## src/sar_adc10_pkg.sv

```systemverilog
`default_nettype none
package sar_adc10_pkg;
  // Conversion start sources selected by the start-mode field
  typedef enum logic [1:0] {
    START_SW    = 2'b00,   // Write of one to the busy bit
    START_TMR3  = 2'b01,   // Timer 3 overflow
    START_EXT   = 2'b10,   // Rising edge on the external start input
    START_TMR2  = 2'b11    // Timer 2 overflow
  } start_mode_t;

  // Sequencer states
  typedef enum logic [1:0] {
    ST_IDLE  = 2'b00,      // Tracking in default mode, waiting for a start
    ST_TRACK = 2'b01,      // Low-power tracking interval
    ST_SAR   = 2'b10,      // Successive-approximation steps
    ST_DONE  = 2'b11       // Result capture, busy falls next
  } seq_state_t;

  // Configuration bundle from software
  typedef struct packed {
    logic        enable;        // Converter enable bit
    logic        leftJustify;   // Left justify bit
    logic        trackMode;     // Low-power tracking mode bit
    start_mode_t startMode;     // Start-mode field
    logic [4:0]  clkDiv;        // Clock divider field
    logic [3:0]  channelCode;   // Multiplexer channel code
    logic [3:0]  pairConfig;    // Pair-configuration bits, pair 01 at bit 0
  } adc_cfg_t;

  // Timer overflow bundle
  typedef struct packed {
    logic lowOvf;   // Low-byte overflow
    logic highOvf;  // High-byte overflow
    logic mode16;   // Timer in 16-bit mode
  } timer_ovf_t;

  localparam int          RES_BITS      = 10;     // Converter resolution
  localparam int          SAR_STEPS     = 10;     // One bit decided per converter clock
  localparam logic [1:0]  TRACK_CLOCKS  = 2'h3;   // Low-power tracking interval
  localparam logic [3:0]  SAR_LAST      = 4'h9;   // Last step index
  localparam logic [3:0]  TEMP_CHANNEL  = 4'h8;   // Channel code of temperature sensor
  localparam logic [4:0]  CLKDIV_RESET  = 5'h1f;  // Divider field after reset
  localparam int          CHAN_COUNT    = 8;      // External analog inputs
  localparam int          SYS_CLK_HZ    = 20000000;
  localparam int          MAX_CONV_HZ   = 3000000;  // Software should stay under this
  // Smallest divider field meeting the converter clock ceiling, rounded up
  localparam int          MIN_CLKDIV    = (SYS_CLK_HZ + MAX_CONV_HZ - 1) / MAX_CONV_HZ - 1;
endpackage
`default_nettype wire

```

## src/sar_adc10_control.sv

```systemverilog
// Notes on behaviour
// - Single-ended result is 10-bit unsigned code
// - Justify bit picks right or left alignment
// - Unused single-ended result bits read zero
// - Differential result is 10-bit two's complement
// - Right-justified differential sign-extends upper bits
// - Left-justified differential clears unused low bits
// - Even code plus first pin, odd reversed
// - Converter clock is system clock over field+1
// - Start-mode field picks one of four sources
// - Busy high for whole conversion, then cleared
// - Busy falling edge sets done flag, interrupt
// - Data valid whenever done flag is set
// - Timer 8-bit uses low, 16-bit high overflow
// - Default mode tracks except while converting
// - Low-power mode tracks three clocks after start
// - External start low-power tracks while input low
// - Temperature sensor selectable, always single-ended
// - Crossbar skips pins used as converter inputs
// - Converter runs only while enable bit set
// - Pair bit zero single-ended, one differential
`timescale 1ns/1ns
`default_nettype none
module sar_adc10_control (
  input  wire logic                      mclk,            // 20 MHz system clock
  input  wire logic                      rst,             // Synchronous, active high
  input  wire sar_adc10_pkg::adc_cfg_t   cfg,             // Software configuration
  input  wire logic                      busyWrite,       // Software writes one to busy bit
  input  wire logic                      doneClear,       // Software clears the done flag
  input  wire logic                      intEnable,       // Converter interrupt enable
  input  wire sar_adc10_pkg::timer_ovf_t timer2,          // Timer 2 overflows
  input  wire sar_adc10_pkg::timer_ovf_t timer3,          // Timer 3 overflows
  input  wire logic                      externalStartIn, // External start pin
  input  wire logic                      compHigh,        // Analog comparator result
  input  wire logic [7:0]                portInputMode,   // One marks a pin as analog input
  output logic                           conversionBusy,  // Busy bit
  output logic                           conversionDone,  // Done flag, sticky
  output logic                           irqReq,          // Interrupt request level
  output logic [7:0]                     resultHigh,      // High result byte
  output logic [7:0]                     resultLow,       // Low result byte
  output logic [3:0]                     muxPos,          // Positive input select
  output logic [3:0]                     muxNeg,          // Negative input select
  output logic                           muxDiff,         // Negative leg used
  output logic                           trackOn,         // Track-and-hold tracking
  output logic                           converterOn,     // Analog core powered
  output logic [9:0]                     dacCode,         // Trial code to the comparator
  output logic [7:0]                     crossbarSkip     // Pins hidden from the crossbar
);
  import sar_adc10_pkg::*;

  // Returns whether a channel code lands on a differential pair
  // Shared by the sequencer and the mux steering so both agree on the mode
  function automatic logic isDiff(input logic [3:0] code, input logic [3:0] pairs);
    isDiff = !code[3] && pairs[code[2:1]];
  endfunction

  // External pin synchroniser, three stages; only the later two are compared
  // Released pin idles high, so reset loads ones: leaving reset is no edge
  logic [2:0] extSync_q, extSync_d;
  logic       extLevel_q, extLevel_d;     // Filtered pin level
  always_comb begin
    extSync_d  = {extSync_q[1:0], externalStartIn};
    extLevel_d = extLevel_q;
    if (extSync_q[2] == extSync_q[1]) begin
      extLevel_d = extSync_q[2];
    end
  end
  always_ff @(posedge mclk) begin
    if (rst) begin
      extSync_q  <= 3'h7;
      extLevel_q <= 1'b1;
    end else begin
      extSync_q  <= extSync_d;
      extLevel_q <= extLevel_d;
    end
  end
  // Built from the next filtered level so a start is not a cycle late
  logic extRise;                          // One-cycle rising edge of the filtered pin
  assign extRise = extLevel_d && !extLevel_q;

  // Start source selection
  // Pulses of the sources not selected are ignored
  // A 16-bit timer also wraps its low byte; only its high wrap counts there
  logic startPulse;
  always_comb begin
    case (cfg.startMode)
      START_SW:   startPulse = busyWrite;
      START_TMR3: startPulse = timer3.mode16 ? timer3.highOvf : timer3.lowOvf;
      START_EXT:  startPulse = extRise;
      START_TMR2: startPulse = timer2.mode16 ? timer2.highOvf : timer2.lowOvf;
      default:    startPulse = 1'b0;
    endcase
  end

  // Converter clock divider: tick every clkDiv+1 system clocks
  // Free-running while enabled: the first tick of a conversion may come
  // early, which shortens only the first converter clock
  logic [4:0] divCnt_q, divCnt_d;
  logic       sarTick;
  always_comb begin
    sarTick  = (divCnt_q >= cfg.clkDiv);
    divCnt_d = sarTick ? 5'h00 : divCnt_q + 5'h01;
    if (!cfg.enable) begin
      divCnt_d = 5'h00;
    end
  end
  always_ff @(posedge mclk) begin
    if (rst) begin
      divCnt_q <= 5'h00;
    end else begin
      divCnt_q <= divCnt_d;
    end
  end

  // Sequencer: tracking, successive approximation, result capture
  // The next-value process gives every register of this group a value
  // on every path, so no latch can appear
  seq_state_t state_q, state_d;
  logic [1:0] trackCnt_q, trackCnt_d;     // Converter clocks spent tracking
  logic [3:0] step_q, step_d;             // Current bit step, 0 is the MSB
  logic [9:0] sar_q, sar_d;               // Approximation register
  logic [9:0] trial;                      // Current trial code
  logic       diff_q, diff_d;             // Mode latched at the start
  // Result bytes stand until the next conversion ends
  logic [7:0] resHigh_q, resHigh_d;
  logic [7:0] resLow_q, resLow_d;
  // Busy bit, done flag and request level
  logic       busy_q, busy_d;
  logic       done_q, done_d;
  logic       irq_q, irq_d;
  logic       extWaiting;                 // Low-power external mode waits on pin high
  logic [9:0] code;                       // Final code, offset binary from the core
  logic [9:0] signedCode;

  always_comb begin
    trial      = sar_q | (10'h200 >> step_q);
    extWaiting = cfg.trackMode && (cfg.startMode == START_EXT);
    state_d    = state_q;
    trackCnt_d = trackCnt_q;
    step_d     = step_q;
    sar_d      = sar_q;
    diff_d     = diff_q;
    resHigh_d  = resHigh_q;
    resLow_d   = resLow_q;
    busy_d     = busy_q;
    done_d     = done_q && !doneClear;
    code       = sar_q;
    // Core compares in offset binary; flip MSB for two's complement
    signedCode = {~code[9], code[8:0]};
    case (state_q)
      ST_IDLE: begin
        if (cfg.enable && startPulse) begin
          busy_d     = 1'b1;
          diff_d     = isDiff(cfg.channelCode, cfg.pairConfig);
          trackCnt_d = 2'h0;
          step_d     = 4'h0;
          sar_d      = 10'h000;
          // Pin-started low-power mode already tracked while the pin was low
          state_d    = (cfg.trackMode && !extWaiting) ? ST_TRACK : ST_SAR;
        end
      end
      ST_TRACK: begin
        // Three converter clocks on the sampling capacitor before any decision
        if (sarTick) begin
          trackCnt_d = trackCnt_q + 2'h1;
          if (trackCnt_q == TRACK_CLOCKS - 2'h1) begin
            state_d = ST_SAR;
          end
        end
      end
      ST_SAR: begin
        // Keep the trial bit only when the input is at or above the trial code
        if (sarTick) begin
          sar_d  = compHigh ? trial : sar_q;
          step_d = step_q + 4'h1;
          if (step_q == SAR_LAST) begin
            state_d = ST_DONE;
          end
        end
      end
      ST_DONE: begin
        // Both bytes land together, on the same edge that busy falls
        if (diff_q) begin
          if (cfg.leftJustify) begin
            {resHigh_d, resLow_d} = {signedCode, 6'h00};
          end else begin
            {resHigh_d, resLow_d} = {{6{signedCode[9]}}, signedCode};
          end
        end else begin
          if (cfg.leftJustify) begin
            {resHigh_d, resLow_d} = {code, 6'h00};
          end else begin
            {resHigh_d, resLow_d} = {6'h00, code};
          end
        end
        busy_d  = 1'b0;
        state_d = ST_IDLE;
      end
      default: state_d = ST_IDLE;
    endcase
    // Busy falling edge sets the flag; set wins over a same-cycle clear
    if (busy_q && !busy_d) begin
      done_d = 1'b1;
    end
    // Request is a level that follows the flag while the interrupt is enabled
    irq_d = done_d && intEnable;
    // Disabling aborts any conversion and parks the core
    // An abort never sets the done flag: no valid data stands behind it
    if (!cfg.enable) begin
      state_d = ST_IDLE;
      busy_d  = 1'b0;
    end
  end
  always_ff @(posedge mclk) begin
    if (rst) begin
      state_q    <= ST_IDLE;
      trackCnt_q <= 2'h0;
      step_q     <= 4'h0;
      sar_q      <= 10'h000;
      diff_q     <= 1'b0;
      resHigh_q  <= 8'h00;
      resLow_q   <= 8'h00;
      busy_q     <= 1'b0;
      done_q     <= 1'b0;
      irq_q      <= 1'b0;
    end else begin
      state_q    <= state_d;
      trackCnt_q <= trackCnt_d;
      step_q     <= step_d;
      sar_q      <= sar_d;
      diff_q     <= diff_d;
      resHigh_q  <= resHigh_d;
      resLow_q   <= resLow_d;
      busy_q     <= busy_d;
      done_q     <= done_d;
      irq_q      <= irq_d;
    end
  end

  // Analog steering, all registered so outputs come from flip-flops
  // Mux follows the code at once, so a change mid-conversion spoils it
  logic [3:0] muxPos_q, muxPos_d, muxNeg_q, muxNeg_d;
  logic       muxDiff_q, muxDiff_d, track_q, track_d, on_q, on_d;
  logic [9:0] dac_q, dac_d;
  logic [7:0] skip_q, skip_d;
  always_comb begin
    muxPos_d  = cfg.channelCode;
    muxDiff_d = isDiff(cfg.channelCode, cfg.pairConfig);
    // Odd code of a pair swaps the legs
    muxNeg_d  = {cfg.channelCode[3:1], ~cfg.channelCode[0]};
    // Single-ended inputs leave the negative leg on ground
    if (!muxDiff_d) begin
      muxNeg_d = 4'h0;
    end
    if (extWaiting) begin
      track_d = cfg.enable && (state_q == ST_IDLE) && !extLevel_q;
    end else if (cfg.trackMode) begin
      track_d = cfg.enable && (state_q == ST_TRACK);
    end else begin
      track_d = cfg.enable && (state_q == ST_IDLE);
    end
    on_d   = cfg.enable;
    // Next trial leaves its flop together with the state, so the comparator
    // has settled even when the first converter tick comes at once
    dac_d  = (state_d == ST_SAR) ? (sar_d | (10'h200 >> step_d)) : sar_d;
    // Pins marked analog are never handed to digital functions
    skip_d = portInputMode;
  end
  always_ff @(posedge mclk) begin
    if (rst) begin
      muxPos_q  <= 4'h0;
      muxNeg_q  <= 4'h0;
      muxDiff_q <= 1'b0;
      track_q   <= 1'b0;
      on_q      <= 1'b0;
      dac_q     <= 10'h000;
      skip_q    <= 8'h00;
    end else begin
      muxPos_q  <= muxPos_d;
      muxNeg_q  <= muxNeg_d;
      muxDiff_q <= muxDiff_d;
      track_q   <= track_d;
      on_q      <= on_d;
      dac_q     <= dac_d;
      skip_q    <= skip_d;
    end
  end

  // Every output leaves straight from its flip-flop
  assign conversionBusy = busy_q;
  assign conversionDone = done_q;
  assign irqReq         = irq_q;
  assign resultHigh     = resHigh_q;
  assign resultLow      = resLow_q;
  assign muxPos         = muxPos_q;
  assign muxNeg         = muxNeg_q;
  assign muxDiff        = muxDiff_q;
  assign trackOn        = track_q;
  assign converterOn    = on_q;
  assign dacCode        = dac_q;
  assign crossbarSkip   = skip_q;
endmodule // sar_adc10_control
`default_nettype wire

```

## config.mk

```make
export PLATFORM = sky130hd
export DESIGN_NAME = sar_adc10_control
export DESIGN_NICKNAME = d
export VERILOG_FILES = /design/src/sar_adc10_pkg.sv /design/src/sar_adc10_control.sv
export SDC_FILE = /design/constraint.sdc
export NUM_CORES = 1
export LEC_CHECK = 0
export BUFFER_PORTS_ARGS = -buffer_cell sky130_fd_sc_hd__buf_4
export CORE_ASPECT_RATIO = 2
export CORE_MARGIN = 3
export CORE_UTILIZATION = 45
export CTS_CLUSTER_SIZE = 24
export DETAILED_ROUTE_END_ITERATION = 8
export GPL_TIMING_DRIVEN = 0
export PLACE_DENSITY = 0.69
export SYNTH_ARGS = -nofsm -noshare
export SYNTH_HDL_FRONTEND = slang
export SYNTH_SLANG_ARGS = --single-unit
```

## constraint.sdc

```tcl
create_clock -name mclk -period 3.4 [get_ports mclk]
set_clock_uncertainty 0.05 [all_clocks]
set_input_delay 0.85 -clock mclk [delete_from_list [all_inputs] [get_ports mclk]]
set_output_delay 0.85 -clock mclk [all_outputs]
set_load 0.02 [all_outputs]
```

==> metrics.cfg <==
[logic_synthesis]
synth.distinct_cells = 57
yosysWarnings = 0
synth.area.mux_share = 0.02838
synthArstFlopShare = 0
synth-edff-count = 0
synth_simple_gate_area_frac = 0.2162
synth_top_family_by_area = simple AND/OR/NAND/NOR gates
synth_ff_type = dfxtp_1
ys_top_cells_by_area = dfxtp_1 (44%), ha_1 (6.5%), nor2b_1 (4.5%)
yosysTopAreaCellShare = 0.4368
ys_ff_latch = 76
yosysSeqAreaShare = 0.4368
syn-instance-count = 382
synth_compound_gate_area_share = 0.1961
synth_nets = 439
synth_adder_area_share = 0.06466
synthesis.area_um2 = 3483
avgSynthCellArea_um2 = 9.119
synth-xor-area-share = 0.01257
yosys.area.top_type = dfxtp_1

[detailed_routing]
wl_per_cell_um = 15.82
drt_iter0_drc = 170
postRouteAntennaNets = 0
drc = 0
dr.pass1.iters = 4
vias = 3123
finalWirelength_um = 9098
via_per_inst = 5.431

[hold_path]
min_path_type = register to register

[power]
p_per_area_nw_per_um2 = 456.3
leakage_uw = 0.001959
fin_total_pwr_uw = 2067
ir_drop_mv = 0.3586

[worst_setup_path]
cp_slowest_stage_delay_ps = 450
end_kind = register
cp_top_family = compound AO/OA/AOI/OAI gates
crit_required_ps = 3540
path_cells = buf_4 > mux2_4 > a211o_4 > a31oi_1 > clkbuf_1 > a21oi_1 > o21ai_0 > o32ai_1
cp-start-kind = input port
worstPathArrival_ps = 3010
cp_slowest_cell = o21ai_0
path_class = input port to register
critPathMaxFanout = 10
path_buf_inv = 2

[grt]
grt_max_degree = 14
grt_pass1_wl_um = 14920
grt_use_total = 0.2249
grt_pass1_vias = 3241
gr-total-overflow = 0
antenna_found_initial = 0

[sta]
worst_pin_slew_ps = 637.2
grt_setup_unrepaired = false
setup_viol = 0
finalSetupTns_ps = 0
max_freq_mhz = 348.4
whs_ps = 368.4
final-hold-violation-count = 0
slew_violations = 0
finalCritPeriodShare = 0.8443
worst_slack_ps = 529.3
slew_headroom = 0.5692
fin_crit_ps = 2871

[cts]
cts_tree = yes
numCtsBuffers = 9
clk_latency_ps = 340
clkTransAtPathRegs_ps = 60
cts_root_buf = clkbuf_16
h-tree-depth = 3
clock-sinks = 76
hold_buffers = 0
post_cts_buffers = 0
ctsResizeCount = 0
clockBufferDepth = 2

[layout]
final_util = 0.6140
area_delta_synth_final_pct = 30.03
final_common_cell = buf_4
antenna_cells = 0
final_cell_mix = buf_4 (85), dfxtp_1 (76), nor2_1 (40)
drive_above_1_share = 0.2340
final_nets = 535

[placed_design]
dpl.hpwl_um = 7056
place_worst_setup_slack_ps = 154.1
gp_congestion = 0.8830
portBuffers = 85

[status]
status = complete, no violations

[floorplanning]
initial_core_util = 0.4722
core_area_um2 = 7377
dieWidth_um = 68.21
rows = 44
ioPinCount = 87
die_area_um2 = 8896
fp.dieH_um = 130.4

[flow_run]
maxCapViolations = 0

==> final timing paths <==
check	from	slack [ps]	endpoint	depth (start not counted)
setup / recovery	timer2[0]	530	dacCode[1]$_SDFF_PP0_	8
setup reg to reg	state_q[0]$_SDFF_PP0_	800	dacCode[4]$_SDFF_PP0_	8
hold reg to reg	extSync_q[0]$_SDFF_PP1_	370	extSync_q[1]$_SDFF_PP1_	1
hold / removal	extSync_q[0]$_SDFF_PP1_	370	extSync_q[1]$_SDFF_PP1_	1
==> metrics by stage <==
stage               instances  area [um2]
global placement          559        4237
detailed placement        559        4237
floorplan                 382        3483
finish                    575        4529
CTS                       575        4529
global route              575        4529
==> cell type report <==
| type | instances | area, um2 |
|---|---|---|
| Fill cell | 678 | 2848 |
| Sequential cell | 76 | 1521 |
| Clock inverter | 7 | 67.56 |
| Clock buffer | 9 | 225.2 |
| Inverter | 20 | 75.07 |
| Multi-Input combinational cell | 265 | 1808 |
| Tap cell | 92 | 115.1 |
| Buffer | 21 | 78.83 |
| Timing Repair Buffer | 85 | 638.1 |
==> registers in the layout, summed over array words and instances, names as in the netlist, 2 cells and up <==
name / cells
crossbarSkip: 8
step_q: 4
resultHigh: 8
extSync_q: 3
muxPos: 4
divCnt_q: 5
trackCnt_q: 2
muxNeg: 4
resultLow: 8
state_q: 2
code: 10
dacCode: 10
==> Yosys cell counts (2+ instances only) <==
cell / count
a2bb2oi_1: 2
xor2_1: 2
o32ai_1: 6
ha_1: 18
and2_1: 9
nor4_1: 2
o21ai_0: 9
xnor2_1: 3
nand4_1: 4
nor2_1: 40
mux2i_1: 5
nand3b_1: 3
nand3_1: 8
o21ai_1: 3
a22oi_1: 3
inv_1: 20
nor3_1: 14
nor2b_1: 25
o31ai_1: 7
a31oi_1: 2
and3_1: 5
nand2b_1: 7
clkbuf_1: 20
nand2_1: 15
o211ai_1: 2
a21o_1: 7
or3_1: 2
a32oi_1: 4
or2_2: 3
a21oi_1: 22
o21a_1: 2
dfxtp_1: 76
a221o_1: 3
a211oi_1: 6
==> per-layer routing <==
metal,part of all wire,track usage
met5,0,0
met4,0.026,0.1020
met3,0.037,0.04363
met2,0.58,0.4272
met1,0.36,0.2234
==> cell families (layout without fill, tap and decap cells) <==
kind of cell | Yosys count | after routing
compound gates | 91 | 91
xor+xnor | 5 | 5
fa+ha+maj | 18 | 18
flops | 76 | 76
simple gates | 142 | 142
buf+inv | 41 | 142
other cells | 1 | 1
mux | 8 | 8
==> power by group <==
group,leakage (uW),switching [uW],total (uW),internal [uW]
registers,0.000618,8.83,918,909
logic,0.00120,121,213,92.1
clock network,0.000137,372,935,563
No activity file was read; power rests on OpenSTA's default activity.
